## src/include/ibs_defines.vh

```
// constants for the isp boot and security control block
// assumes an 8-bit sfr bus and a 16-bit nonvolatile access port
// What this block does
// - soft reset when bits 7,1,0 written 1
// - bit 7 reads 1 in forced loader boot
// - bit 4 enables auxiliary ram
// - bit 1 swaps loader and target banks
// - program enable plus idle wake enters isp
// - program enable clear refuses isp operations
// - default boot from main application bank
// - loader boot if p4.3 low or both p2.7 and p2.6 low
// - security register blocked in programming mode
// - programmed security bits cleared only by erase-all
// - security register at ffff of loader bank
// - lock bit protects on-chip code from readout
// - restricted movc from external reads external only
// - movc from internal reads both memories
// - restriction bit 1 means no movc limits
// - encryption bit encodes port 0 data
// - encryption bit cleared only by chip erase
`ifndef IBS_DEFINES_VH
`define IBS_DEFINES_VH

`define IBS_ADDR_CTRL 8'hBF
`define IBS_ADDR_UNLOCK 8'hF6
`define IBS_CTRL_RESET 8'h00
`define IBS_CTRL_WMASK 8'h13

`define IBS_BIT_SWRST 7
`define IBS_BIT_AUXRAM 4
`define IBS_BIT_LDSEL 1
`define IBS_BIT_PROGEN 0

`define IBS_UNLOCK_KEY1 8'h87
`define IBS_UNLOCK_KEY2 8'h59

`define IBS_SEC_ADDR 16'hFFFF
`define IBS_SEC_ERASED 8'hFF
`define IBS_SEC_LOCK 0
`define IBS_SEC_MOVC 1
`define IBS_SEC_ENC 2
`define IBS_SEC_OSC 7

`define IBS_READ_BLANK 8'hFF

`endif

```

## src/ibs_unlock.v

```verilog
// write-unlock sequencer for the programming control register
// assumes one-cycle write strobes from the sfr bus
`timescale 1ns/1ps
`default_nettype none
`include "ibs_defines.vh"

module ibs_unlock (
    // clock and reset
    input wire clk,
    input wire rst,
    // unlock register writes
    input wire wr,
    input wire [7:0] wdata,
    // state
    output reg open
);

////////////////////////////////////////////////////////////////////////
localparam ST_LOCKED = 3'b001;
localparam ST_HALF = 3'b010;
localparam ST_OPEN = 3'b100;

reg [2:0] state_reg;
reg [2:0] state_next;

always @* begin
    state_next = state_reg;
    if (wr) begin
        case (state_reg)
            ST_LOCKED: begin
                if (wdata == `IBS_UNLOCK_KEY1)
                    state_next = ST_HALF;
            end
            ST_HALF: begin
                if (wdata == `IBS_UNLOCK_KEY2)
                    state_next = ST_OPEN;
                else if (wdata != `IBS_UNLOCK_KEY1)
                    state_next = ST_LOCKED;
            end
            ST_OPEN: begin
                // keys rewritten keep it open; anything else closes
                if (wdata != `IBS_UNLOCK_KEY1 &&
                    wdata != `IBS_UNLOCK_KEY2)
                    state_next = ST_LOCKED;
            end
            default: state_next = ST_LOCKED;
        endcase
    end
end

always @(posedge clk) begin
    if (rst) begin
        state_reg <= ST_LOCKED;
        open <= 1'b0;
    end else begin
        state_reg <= state_next;
        open <= (state_next == ST_OPEN);
    end
end

endmodule
`default_nettype wire

```

## src/ibs_boot_strap.v

```verilog
// boot strap sampler: picks the boot bank from port pins
// assumes pins are synchronous and rst covers power-on and soft reset
`timescale 1ns/1ps
`default_nettype none

module ibs_boot_strap (
    // clock and reset
    input wire clk,
    input wire rst,
    // strap pins
    input wire p43,
    input wire p27,
    input wire p26,
    // result
    output reg forced_loader_boot
);

////////////////////////////////////////////////////////////////////////
// sampled on every reset cycle, frozen from the release on
always @(posedge clk) begin
    if (rst)
        forced_loader_boot <= ~p43 | (~p27 & ~p26);
end

endmodule
`default_nettype wire

```

## src/ibs_top.v

```verilog
// in-system programming, forced boot and security control
// assumes a synchronous sfr bus, one-cycle strobes, one clock domain
`timescale 1ns/1ps
`default_nettype none
`include "ibs_defines.vh"

module ibs_top #(
    parameter [7:0] ENC_KEY = 8'h5A // arbitrary encoding key
) (
    // clock and reset
    input wire MCLK,
    input wire RESETN,
    // sfr bus
    input wire [7:0] SFR_ADDR,
    input wire SFR_WR,
    input wire SFR_RD,
    input wire [7:0] SFR_WDATA,
    output reg [7:0] SFR_RDATA,
    output reg SFR_HIT,
    // cpu status and isp operations
    input wire CPU_IDLE,
    input wire WAKE_IRQ,
    input wire ISP_OP_REQ,
    output reg ISP_OP_GRANT,
    output reg ISP_OP_REFUSE,
    output reg ISP_MODE,
    // strap pins
    input wire PIN_P43,
    input wire PIN_P27,
    input wire PIN_P26,
    // system controls
    output reg SYS_RESET_REQ,
    output reg BOOT_FROM_LOADER,
    output reg AUX_RAM_EN,
    output reg LOADER_IN_MAIN,
    output reg OSC_HALF_GAIN,
    // nonvolatile access port
    input wire NV_RD,
    input wire NV_WR,
    input wire NV_ERASE_ALL,
    input wire NV_BANK_LDR,
    input wire [15:0] NV_ADDR,
    input wire [7:0] NV_WDATA,
    input wire [7:0] NV_ARRAY_RDATA,
    output reg [7:0] NV_RDATA,
    output reg NV_BLOCKED,
    // security byte store
    input wire [7:0] SEC_NV_IMAGE,
    output reg SEC_NV_WE,
    output reg [7:0] SEC_NV_WDATA,
    // code read check
    input wire MOVC_REQ,
    input wire MOVC_FROM_EXT,
    input wire MOVC_TO_INT,
    output reg MOVC_GRANT,
    output reg MOVC_DONE,
    // port 0 data
    input wire [7:0] P0_DATA_IN,
    output reg [7:0] P0_DATA_OUT
);

////////////////////////////////////////////////////////////////////////
function movc_allowed;
    input from_ext;
    input to_int;
    input unrestricted;
    begin
        movc_allowed = ~from_ext | unrestricted | ~to_int;
    end
endfunction

////////////////////////////////////////////////////////////////////////
// reset: external pin or the soft reset pulse
reg soft_rst_reg;
wire rst;
wire ctrl_open;
wire forced_boot;

assign rst = ~RESETN | soft_rst_reg;

ibs_unlock u_unlock (
    .clk(MCLK),
    .rst(rst),
    .wr(SFR_WR && SFR_ADDR == `IBS_ADDR_UNLOCK),
    .wdata(SFR_WDATA),
    .open(ctrl_open)
);

ibs_boot_strap u_strap (
    .clk(MCLK),
    .rst(rst),
    .p43(PIN_P43),
    .p27(PIN_P27),
    .p26(PIN_P26),
    .forced_loader_boot(forced_boot)
);

////////////////////////////////////////////////////////////////////////
// control register
reg [7:0] ctrl_reg;
wire ctrl_wr;
wire soft_hit;
wire prog_en;

assign ctrl_wr = SFR_WR && SFR_ADDR == `IBS_ADDR_CTRL && ctrl_open;
assign soft_hit = ctrl_wr && SFR_WDATA[`IBS_BIT_SWRST] &&
    SFR_WDATA[`IBS_BIT_LDSEL] && SFR_WDATA[`IBS_BIT_PROGEN];
assign prog_en = ctrl_reg[`IBS_BIT_PROGEN];

always @(posedge MCLK) begin
    if (rst) begin
        ctrl_reg <= `IBS_CTRL_RESET;
        soft_rst_reg <= 1'b0;
    end else begin
        // reserved bits and bits 3,2 never stored
        if (ctrl_wr)
            ctrl_reg <= SFR_WDATA & `IBS_CTRL_WMASK;
        soft_rst_reg <= soft_hit;
    end
end

////////////////////////////////////////////////////////////////////////
// sfr read port
reg [7:0] rd_mux;

always @* begin
    rd_mux = 8'h00;
    if (SFR_ADDR == `IBS_ADDR_CTRL) begin
        rd_mux = ctrl_reg;
        rd_mux[`IBS_BIT_SWRST] = forced_boot;
    end else if (SFR_ADDR == `IBS_ADDR_UNLOCK) begin
        rd_mux = {7'h00, ctrl_open};
    end
end

always @(posedge MCLK) begin
    if (rst) begin
        SFR_RDATA <= 8'h00;
        SFR_HIT <= 1'b0;
    end else begin
        SFR_RDATA <= SFR_RD ? rd_mux : 8'h00;
        SFR_HIT <= SFR_RD && (SFR_ADDR == `IBS_ADDR_CTRL ||
            SFR_ADDR == `IBS_ADDR_UNLOCK);
    end
end

////////////////////////////////////////////////////////////////////////
// isp mode entry: wake irq in the same cycle as idle, with programming enabled
reg idle_armed_reg;
reg isp_mode_reg;

always @(posedge MCLK) begin
    if (rst) begin
        idle_armed_reg <= 1'b0;
        isp_mode_reg <= 1'b0;
        ISP_MODE <= 1'b0;
        ISP_OP_GRANT <= 1'b0;
        ISP_OP_REFUSE <= 1'b0;
    end else begin
        if (!prog_en) begin
            idle_armed_reg <= 1'b0;
            isp_mode_reg <= 1'b0;
        end else if (CPU_IDLE && WAKE_IRQ) begin
            isp_mode_reg <= 1'b1;
        end else if (CPU_IDLE) begin
            idle_armed_reg <= 1'b1;
        end
        ISP_MODE <= isp_mode_reg;
        // operations run only while idle in isp mode
        ISP_OP_GRANT <= ISP_OP_REQ && prog_en && isp_mode_reg &&
            CPU_IDLE;
        ISP_OP_REFUSE <= ISP_OP_REQ && !(prog_en && isp_mode_reg &&
            CPU_IDLE);
    end
end

////////////////////////////////////////////////////////////////////////
// boot bank and system controls
always @(posedge MCLK) begin
    if (rst) begin
        SYS_RESET_REQ <= 1'b0;
        BOOT_FROM_LOADER <= 1'b0;
        AUX_RAM_EN <= 1'b0;
        LOADER_IN_MAIN <= 1'b1;
    end else begin
        SYS_RESET_REQ <= soft_hit;
        BOOT_FROM_LOADER <= forced_boot;
        AUX_RAM_EN <= ctrl_reg[`IBS_BIT_AUXRAM];
        LOADER_IN_MAIN <= ~ctrl_reg[`IBS_BIT_LDSEL];
    end
end

////////////////////////////////////////////////////////////////////////
// hazard: the image is taken one cycle after the pin reset lifts
reg img_loaded_reg;
always @(posedge MCLK) begin
    if (!RESETN)
        img_loaded_reg <= 1'b0;
    else
        img_loaded_reg <= 1'b1;
end

// one-cycle pulse right after the pin reset: reload the stored byte
reg img_take_reg;
always @(posedge MCLK) begin
    if (!RESETN)
        img_take_reg <= 1'b0;
    else
        img_take_reg <= ~img_loaded_reg;
end

// security byte: nonvolatile, so soft reset reloads the stored image
// soft reset must not erase it, so only the pin reset clears it here
reg [7:0] sec_reg;
wire sec_sel;
wire nv_block;
wire locked;

assign sec_sel = NV_BANK_LDR && NV_ADDR == `IBS_SEC_ADDR;
assign nv_block = isp_mode_reg && sec_sel;
assign locked = ~sec_reg[`IBS_SEC_LOCK];

always @(posedge MCLK) begin
    if (!RESETN) begin
        sec_reg <= `IBS_SEC_ERASED;
        SEC_NV_WE <= 1'b0;
        SEC_NV_WDATA <= `IBS_SEC_ERASED;
    end else if (soft_rst_reg || img_take_reg) begin
        sec_reg <= SEC_NV_IMAGE;
        SEC_NV_WE <= 1'b0;
        SEC_NV_WDATA <= `IBS_SEC_ERASED;
    end else if (NV_ERASE_ALL && !isp_mode_reg) begin
        // only erase-all brings programmed bits back to 1
        sec_reg <= `IBS_SEC_ERASED;
        SEC_NV_WE <= 1'b1;
        SEC_NV_WDATA <= `IBS_SEC_ERASED;
    end else if (NV_WR && sec_sel && !nv_block) begin
        // programming can only pull bits low
        sec_reg <= sec_reg & NV_WDATA;
        SEC_NV_WE <= 1'b1;
        SEC_NV_WDATA <= sec_reg & NV_WDATA;
    end else begin
        SEC_NV_WE <= 1'b0;
    end
end

////////////////////////////////////////////////////////////////////////
// nonvolatile read path with lock and blocking
always @(posedge MCLK) begin
    if (rst) begin
        NV_RDATA <= 8'h00;
        NV_BLOCKED <= 1'b0;
    end else begin
        NV_BLOCKED <= (NV_RD || NV_WR) && nv_block;
        if (NV_RD) begin
            if (nv_block)
                NV_RDATA <= `IBS_READ_BLANK;
            else if (sec_sel)
                NV_RDATA <= sec_reg;
            else if (locked)
                NV_RDATA <= `IBS_READ_BLANK;
            else
                NV_RDATA <= NV_ARRAY_RDATA;
        end
    end
end

////////////////////////////////////////////////////////////////////////
// code read check, port 0 encoding, oscillator gain
always @(posedge MCLK) begin
    if (rst) begin
        MOVC_GRANT <= 1'b0;
        MOVC_DONE <= 1'b0;
        P0_DATA_OUT <= 8'h00;
        OSC_HALF_GAIN <= 1'b0;
    end else begin
        MOVC_DONE <= MOVC_REQ;
        MOVC_GRANT <= MOVC_REQ && movc_allowed(MOVC_FROM_EXT,
            MOVC_TO_INT, sec_reg[`IBS_SEC_MOVC]);
        if (sec_reg[`IBS_SEC_ENC] == 1'b0)
            P0_DATA_OUT <= P0_DATA_IN ^ ENC_KEY;
        else
            P0_DATA_OUT <= P0_DATA_IN;
        OSC_HALF_GAIN <= ~sec_reg[`IBS_SEC_OSC];
    end
end

endmodule
`default_nettype wire

```

## config.mk

```make
export PLATFORM = sky130hd
export DESIGN_NAME = ibs_top
export DESIGN_NICKNAME = d
export VERILOG_FILES = /design/src/ibs_unlock.v /design/src/ibs_boot_strap.v /design/src/ibs_top.v
export VERILOG_INCLUDE_DIRS = /design/src /design/src/include
export SDC_FILE = /design/constraint.sdc
export NUM_CORES = 1
export LEC_CHECK = 0
export BUFFER_PORTS_ARGS = -buffer_cell sky130_fd_sc_hd__buf_2
export CAP_MARGIN = 10
export CORE_MARGIN = 3
export CORE_UTILIZATION = 30
export CTS_BUF_LIST = sky130_fd_sc_hd__clkbuf_4 sky130_fd_sc_hd__clkbuf_8
export CTS_CLUSTER_SIZE = 24
export DETAILED_ROUTE_END_ITERATION = 12
export PLACE_DENSITY = 0.62
export SYNTH_ARGS = -nofsm -noshare
export SYNTH_HDL_FRONTEND = slang
export SYNTH_SLANG_ARGS = --single-unit
```

## constraint.sdc

```tcl
create_clock -name MCLK -period 3.1 [get_ports MCLK]
set_input_delay 0.31 -clock MCLK [delete_from_list [all_inputs] [get_ports MCLK]]
set_output_delay 0.31 -clock MCLK [all_outputs]
set_load 0.1 [all_outputs]
```

; ---- Yosys cells after proc, flatten, opt, wreduce, memory -nomap -nowiden
; Index checks and enable logic that the tools add are counted.
[word_totals]
regBits = 64
elab_cells = 107
inputBits = 81
output_inout_bits = 45
[op_classes]
eq_ne = 11
n_bitwise = 18
mux = 18
n_reduce_logical = 34
[ops]
columns = operator, n
row1 = two-way mux 8 bit, 7
row2 = "equality test 8 bit, second input constant", 3
row3 = logical AND 1 bit, 22
row4 = "equality test 16 bit, second input constant", 1
row5 = two-way mux 3 bit, 5
row6 = inverter 1 bit, 11
row7 = one-hot mux 3 bit (3 select lines), 1
row8 = AND 8 bit, 1
row9 = "equality test 8 x 7 -> 1 bit, second input constant", 1
row10 = "inequality test 8 x 7 -> 1 bit, second input constant", 1
row11 = "inequality test 8 bit, second input constant", 1
row12 = two-way mux 7 bit, 1
row13 = "equality test 3 bit, second input constant", 2
row14 = OR reduction 2 bit, 3
row15 = OR reduction 3 bit, 2
row16 = two-way mux 1 bit, 4
row17 = inverter 4 bit, 1
row18 = OR 1 bit, 4
row19 = "equality test 3 x 1 -> 1 bit, second input constant", 1
row20 = "equality test 3 x 2 -> 1 bit, second input constant", 1
row21 = logical NOT 1 bit, 3
row22 = logical OR 1 bit, 3
row23 = nonzero test 3 bit, 1
row24 = AND 1 bit, 1

; ---- Longest topological paths before layout
; Gate-level depths: netlist of run 1.
[logic_depth]
depth_word = 8
mapped_depth = 7
ltp_nobuf = 5

; ---- Cells and area by module
; Synthesis of run 1 repeated with hierarchy kept, for this count alone.
[hier_totals]
cells_unflattened = 269
hier_area_um2 = 2544.9
[by_module_without_submodules]
columns = module, n_inst, cells_per_inst, seq_area_each_um2, area_each_um2
row1 = ibs_top, 1, 237, 1101.1, 2179.6
row2 = ibs_unlock, 1, 30, 80.1, 330.3
row3 = ibs_boot_strap, 1, 2, 30.0, 35.0

; ---- Least setup slack after synthesis of run 1
; Ideal clock, no wire load.
[synth_timing]
kind = reg2reg
startpoint = register, netlist name SYS_RESET_REQ
endpoint = register sec_reg[0]
n_path_buf = 1
setup_ns = 0.140
period_less_slack_ns = 2.059
setup_slack_ns = 1.041
required_time_ns = 2.960
arrival_time_ns = 1.919
path_stages_with_launch = 6
cell_sequence = dfxtp_1 -> nor2_1 -> nand2_1 -> a21oi_1 -> clkbuf_1 -> o211ai_1
[synth_lines]
columns = element, line_no
row1 = "end signal, assigned", ibs_top.v:225  ; sec_reg <= `IBS_SEC_ERASED;
row2 = "end signal, assigned", ibs_top.v:234  ; sec_reg <= `IBS_SEC_ERASED;
row3 = "end signal, assigned", ibs_top.v:239  ; sec_reg <= sec_reg & NV_WDATA;
row4 = "end, declared", ibs_top.v:214  ; reg [7:0] sec_reg;

; ---- Worst setup path after layout of run 1
[layout_timing]
startpoint = register isp_mode_reg
endpoint = register SEC_NV_WDATA[2]
[layout_between]
elab_chain_cells = 3
elab_cells_between_ends = 6
cone_classes = reduce/logical (6)
[layout_rtl]
columns = element, line_no
row1 = "start, declared", ibs_top.v:150  ; reg isp_mode_reg;
row2 = "start signal, assigned", ibs_top.v:155  ; isp_mode_reg <= 1'b0;
row3 = "start signal, assigned", ibs_top.v:162  ; isp_mode_reg <= 1'b0;
row4 = "start signal, assigned", ibs_top.v:164  ; isp_mode_reg <= 1'b1;
row5 = logical NOT 1 bit / logical AND 1 bit (equally long branches), "ibs_top.v:232, ibs_top.v:220"
row6 = logical AND 1 bit / logical NOT 1 bit (equally long branches), "ibs_top.v:232, ibs_top.v:237"
row7 = OR reduction 3 bit (no source line) / logical AND 1 bit (equally long branches), -
row8 = "end signal, assigned", ibs_top.v:231  ; SEC_NV_WDATA <= `IBS_SEC_ERASED;
row9 = "end signal, assigned", ibs_top.v:236  ; SEC_NV_WDATA <= `IBS_SEC_ERASED;
row10 = "end signal, assigned", ibs_top.v:241  ; SEC_NV_WDATA <= sec_reg & NV_WDATA;
row11 = "end, declared", ibs_top.v:50  ; output reg [7:0] SEC_NV_WDATA,
; Several ways; a longest one is shown, not always the timed one.
; A chain may end at the register's enable or synchronous reset.

==> metrics, run 1 <==
row cnt=32; Final ANT Viol Nets=0; synthesized cell area=2480 um^2; CTS Buf Count=9; slew of the pin with the lowest slew margin=543 ps; Detailed Place HPWL=5.19 mm; Syn. warnings=0; CP cell instances=nand2b_1 -> nor3b_2 -> o211ai_1; H-Tree Depth=3; post-DR vias/cell=4.73; gr usage total=14.2%; nature of the critical path startpoint=register; Final Wtd Congestion=0.779; Die Wd=97.0 um; hold_buf cts=0; crit-path max FO=13; max-cap violations=0; multi-input logic area=1170 um^2; post-route cell area=3380 um^2; Power Density=574 nW/um^2; die height=97.0 um; sequential area share after synthesis=48.8%; DR vias=2368; total clock sinks=60; Area after DPL=3150 um^2; Async SR Flop Fraction=0%; vias in the first global route=2311; Avg Inst Size Synth=8.99 um^2; RSZ-0062 raised after global routing=no; final worst path period share=61.0%; critical path class=reg -> reg; Max Root-Sink Buffers=2; post-route setup TNS=0 ps; WHS Endpoint=P0_DATA_OUT[0]$_SDFF_PP0_; CTS tree=yes; # DRC=0; Final Hold Viols=0; Synth cell types=49; hold_sp=P0_DATA_IN[0]; post-cts gate resize count=0; area grow syn2layout=36.1%; CP Capture Type=register; FILL cells=805; worst r2r src=isp_mode_reg$_SDFFE_PP0P_; Peak Freq=529 MHz; drt wl/cell=13.3 um; relative slew slack=63.7%; R2R Setup Slk=1210 ps; die area=9400 um^2; clk_lat worst skew=320 ps; Initial Util=31.5%; Routed WL=6.68 mm; clk_skew=5.34 ps; CP max-delay cell=dfxtp_1; cell count after synthesis=276; layout cell share with drive strength beyond 1=37.8%; r2r endpoint=SEC_NV_WDATA[2]$_SDFFE_PP1P_; first-pass GRT wire length=10.9 mm; hold crit path type=in -> reg; grt total ovfl=0; Top Ports=126; drt pass-1 iters=6; IO Port Bufs=121; Antenna Cells=0; initial antenna violation count=0; final setup fails=0; Primary FF master, synth=dfxtp_1; clk slew on worst S/H paths=70 ps; Worst Path Required=3280 ps; Core ar.=7890 um^2; FF+latch area=1210 um^2; post-synthesis register bit count=60; largest net degree at the start of global routing=20; Worst Path Arrival=2070 ps; Worst R2R Path Depth=3; CTS root buf=clkbuf_8; VDD IR max=0.240 mV; EDFF count, synth=1; Post-layout nets=476; drt initial violations=65; Leakage Power=1.53 nW; slowest stage delay, CP=600 ps; Hold Path Cell Cnt=2; fin. max-slew vios=0; status=finished clean; minimum clock period=1890 ps; post-CTS setup buffers=0
logic make-up (layout without fill, tap and decap cells):
kind of cell / Yosys count / after routing / synth area share, %
simple gates: 122 / 122 / 26.9
compound gates: 61 / 61 / 16.6
flops: 60 / 60 / 48.8
other cells: 1 / 4 / 0.151
mux: 3 / 3 / 1.21
buf+inv: 24 / 144 / 4.59
xor+xnor: 5 / 5 / 1.76
Yosys cell counts (2+ instances only):
| cell type | count | share of area, % |
|---|---|---|
| dfxtp_1 | 59 | 48 |
| nand2_1 | 36 | 5.4 |
| o21ai_0 | 17 | 3.4 |
| nor2_1 | 16 | 2.4 |
| o211ai_1 | 16 | 4.8 |
| and2_1 | 11 | 2.8 |
| clkbuf_1 | 11 | 1.7 |
| nand3_1 | 11 | 2.2 |
| a21oi_1 | 10 | 2.0 |
| nand2b_1 | 10 | 2.5 |
| nor2b_1 | 9 | 2.3 |
| o311ai_1 | 8 | 2.8 |
| buf_4 | 4 | 1.2 |
| inv_1 | 4 | 0.60 |
| nand4_1 | 4 | 1.0 |
| xor2_1 | 4 | 1.4 |
| a211oi_1 | 3 | 0.91 |
| mux2i_1 | 3 | 1.2 |
| nor3_1 | 3 | 0.60 |
| nor4_1 | 3 | 0.76 |
| or2_2 | 3 | 0.76 |
| and3_1 | 2 | 0.50 |
| buf_1 | 2 | 0.30 |
| nor3_2 | 2 | 0.81 |
layout make-up:
class,instances,share of cell area (%)
inverters,5,0.556
well taps,102,3.78
clock inverters,4,2.15
repair buffers,124,18.6
flip-flops and latches,60,35.9
multi-input cells,195,34.6
clock buffers,11,4.48
power by group:
part	internal [mW]	switching, mW	total (mW)
Combinational	0.0893	0.241	0.331
Clock	0.491	0.292	0.783
Sequential	0.804	0.0228	0.827
through the flow:
step / utilization [%] / instances / hold slack, ps / worst slack (ps) / power (mW)
after global routing: 42.8 / 501 / 182 / 946 / 2.02
after floorplan: - / 279 / 338 / 1040 / 1.08
after CTS: 42.8 / 501 / 174 / 1210 / 1.96
after detailed placement: 40.0 / 486 / 375 / 1090 / 1.18
after global placement: 40.0 / 486 / 374 / 1140 / 1.17
final: 42.8 / 501 / 187 / 1210 / 1.94
per-layer routing:
metal | vias to the layer above | GRT usage [%] | part of all wire, %
li1 | 1204 | - | -
met1 | 1081 | 17.7 | 44
met2 | 75 | 24.3 | 49
met3 | 8 | 3.68 | 5.9
met4 | 0 | 3.89 | 1.1
met5 | - | 0 | 0
worst max-delay path by stage:
| stage | startpoint | end | cells past startpoint |
|---|---|---|---|
| 6_report | isp_mode_reg$_SDFFE_PP0P_ | SEC_NV_WDATA[2]$_SDFFE_PP1P_ | 3 |
| 5_1_grt | isp_mode_reg$_SDFFE_PP0P_ | SEC_NV_WDATA[0]$_SDFFE_PP1P_ | 3 |
| 4_1_cts | isp_mode_reg$_SDFFE_PP0P_ | SEC_NV_WDATA[2]$_SDFFE_PP1P_ | 3 |
| 3_5_place_dp | NV_ADDR[12] | NV_RDATA[5]$_SDFFE_PP0P_ | 6 |
| 3_3_place_gp | NV_ADDR[12] | NV_RDATA[3]$_SDFFE_PP0P_ | 6 |
| 2_1_floorplan | SYS_RESET_REQ$_SDFF_PP0_ | sec_reg[0]$_SDFFE_PN1P_ | 5 |
worst max-delay path, delay by kind of cell, from the launching register on:
kind / cells / cell delay [ps]
DFF: 1 / 600
AOI/OAI and AO/OA: 1 / 170
and+or+nand+nor: 2 / 970
layout by cell type, fill, tap and decap left out, drive strengths merged, types with 4 or more instances in the layout:
master and n:
buf 124, dfxtp 59, nand2 36, o21ai 17, o211ai 16, nor2 16
and2 12, nand3 11, clkbuf 11, nand2b 10, a21oi 10, nor2b 9
o311ai 8, inv 5, nor3 5, nand4 4, xor2 4, conb 4
nor4 4, or2 4
No activity file was read; power rests on OpenSTA's default activity.
==> run 2: changes to the inputs <==
- ABC_AREA: unset -> 1
- PLACE_DENSITY: 0.62 -> 0.63
- clock period: 3.1 -> 1.7 ns (I/O delays scaled with it)
==> metrics, run 2 <==
status=finished clean; clk_skew=7.85 ps; Crit path buffers/inverters=1; commonest non-fill, non-tap cell in the layout=buf_2; grt total ovfl=0; critical path class=reg -> out; top post-synthesis cells by area=dfxtp_1 (46%), nand2_1 (11%), nor2_1 (6.4%), o211ai_1 (4.9%), inv_1 (4.5%); initial antenna violation count=1; gr usage total=14.4%; family with the most delay on the worst path=buffers and inverters; Final Wtd Congestion=0.871; combinational power share=20.1%; die height=99.0 um; minimum clock period=1350 ps; CTS tree=yes; Internal Pwr Total=2.19 mW; clk slew on worst S/H paths=70 ps; Fin Hold WS=33.5 ps; Synth cell types=34; DR vias=2583; CTS root buf=clkbuf_8; max-cap violations=0; total clock sinks=60; most numerous cell in the Yosys netlist=nand2_1; Final ANT Viol Nets=0; VDD IR max=0.523 mV; Clock Power Share=33.5%; Reg power frac=46.3%; hold crit path type=in -> reg; drt initial violations=62; vias in the first global route=2534; Worst Path Arrival=1180 ps; Max Root-Sink Buffers=2; Top Ports=126; non-filler cells, final=567; FILL cells=882; CP cell instances=buf_2; Setup WS post-layout=348 ps; Async SR Flop Fraction=0%; Area after DPL=3270 um^2; Core ar.=8300 um^2; multi-input logic area=1170 um^2; Leakage Power=1.76 nW; placed instance count=551; CP Capture Type=primary output; post-cts gate resize count=0; final setup fails=0; Avg Inst Size Synth=7.81 um^2; Post-layout nets=538; crit-path max FO=3; Initial Util=31.3%; CTS Buf Count=9; area leader, netlist=dfxtp_1; RSZ-0062 raised after global routing=no; final core occ=41.5%; post-route setup TNS=0 ps; post-CTS setup buffers=0; slowest stage delay, CP=450 ps; hold_buf cts=0; final worst path period share=79.5%; FF+latch area=1210 um^2; Power Density=943 nW/um^2; nature of the critical path startpoint=register; Antenna Cells=0; Tot Pwr=3.24 mW; Final Hold Viols=0; Routed WL=6.91 mm; post-DR vias/cell=4.56; Detailed Place HPWL=5.45 mm; drt wl/cell=12.2 um; H-Tree Depth=3; Primary FF master, synth=dfxtp_1; Worst Path Required=1530 ps; Die Wd=99.0 um; IO Port Bufs=121; area grow syn2layout=32.7%; Synth top area share=45.5%; sequential area share after synthesis=46.7%; synthesized cell area=2590 um^2; Place WS=324 ps; EDFF count, synth=1; Peak Freq=740 MHz; # DRC=0; Sw Pwr=1.06 mW; Post-synth top cells=nand2_1 (75), dfxtp_1 (59), nor2_1 (44); Switching Fraction=32.6%; layout cell share with drive strength beyond 1=34.2%; row cnt=33; most frequent cells in the layout=buf_2 (121), nand2_1 (75), dfxtp_1 (58), nor2_1 (44), inv_1 (31); CP max-delay cell=buf_2; clk_lat worst skew=330 ps; slew of the pin with the lowest slew margin=511 ps; relative slew slack=66.2%; first-pass GRT wire length=11.5 mm; Syn. warnings=0; post-route cell area=3440 um^2; cell count after synthesis=332; largest net degree at the start of global routing=27; drt pass-1 iters=4; post-synthesis register bit count=60; die area=9800 um^2; fin. max-slew vios=0
-- run 2: cell count changes in the layout (fill, tap and decap cells not counted), moves of 5 or more --
| cell | before | now |
|---|---|---|
| and2_1 | 11 | 0 |
| inv_1 | 4 | 31 |
| nand2_1 | 36 | 75 |
| nand2b_1 | 10 | 0 |
| nand3_1 | 11 | 17 |
| nand4_1 | 4 | 15 |
| nor2_1 | 16 | 44 |
| nor2_4 | 0 | 5 |
| nor2b_1 | 9 | 0 |
| o311ai_1 | 8 | 0 |
-- run 2: cell families after synthesis --
logic type                share of synthesized area (%)
AOI/OAI and AO/OA                                  12.3
other                                             0.145
and+or+nand+nor                                    30.7
DFF                                                46.7
buffers and inverters                              8.78
xor gates and xnor gates                           1.35
-- run 2: power groups by stage --
stage	Combinational [mW]	Sequential (mW)	Clock (mW)
final	0.653	1.50	1.09
after global routing	0.705	1.51	1.21
after CTS	0.658	1.50	1.13
after detailed placement	0.655	1.54	0
after global placement	0.651	1.54	0
after floorplan	0.221	1.79	0
-- run 2: worst paths after layout --
kind                                   from                           end  slack [ps]  cells after the start
setup / recovery   SYS_RESET_REQ$_SDFF_PP0_                 SYS_RESET_REQ         350                      1
hold / removal                MOVC_FROM_EXT         MOVC_GRANT$_SDFF_PP0_          30                      2
setup reg to reg  isp_mode_reg$_SDFFE_PP0P_  SEC_NV_WDATA[5]$_SDFFE_PP1P_         370                      5
hold reg to reg      img_loaded_reg$_DFF_P_       img_take_reg$_SDFF_PN0_         390                      1
-- run 2: cell type report --
| class | count | share of cell area, % |
|---|---|---|
| Clock buffer | 11 | 4.04 |
| Clock inverter | 5 | 0.836 |
| Inverter | 34 | 3.71 |
| Multi-Input combinational cell | 227 | 33.9 |
| Sequential cell | 60 | 35.2 |
| Tap cell | 105 | 3.82 |
| Timing Repair Buffer | 125 | 18.5 |
-- run 2: routing by layer --
layer / wire [um] / vias up / track usage (%)
li1: - / 1340 / -
met1: 3150 / 1130 / 17.7
met2: 3030 / 100 / 23.5
met3: 626 / 11 / 5.80
met4: 100 / 2 / 3.68
met5: 7 / - / 0
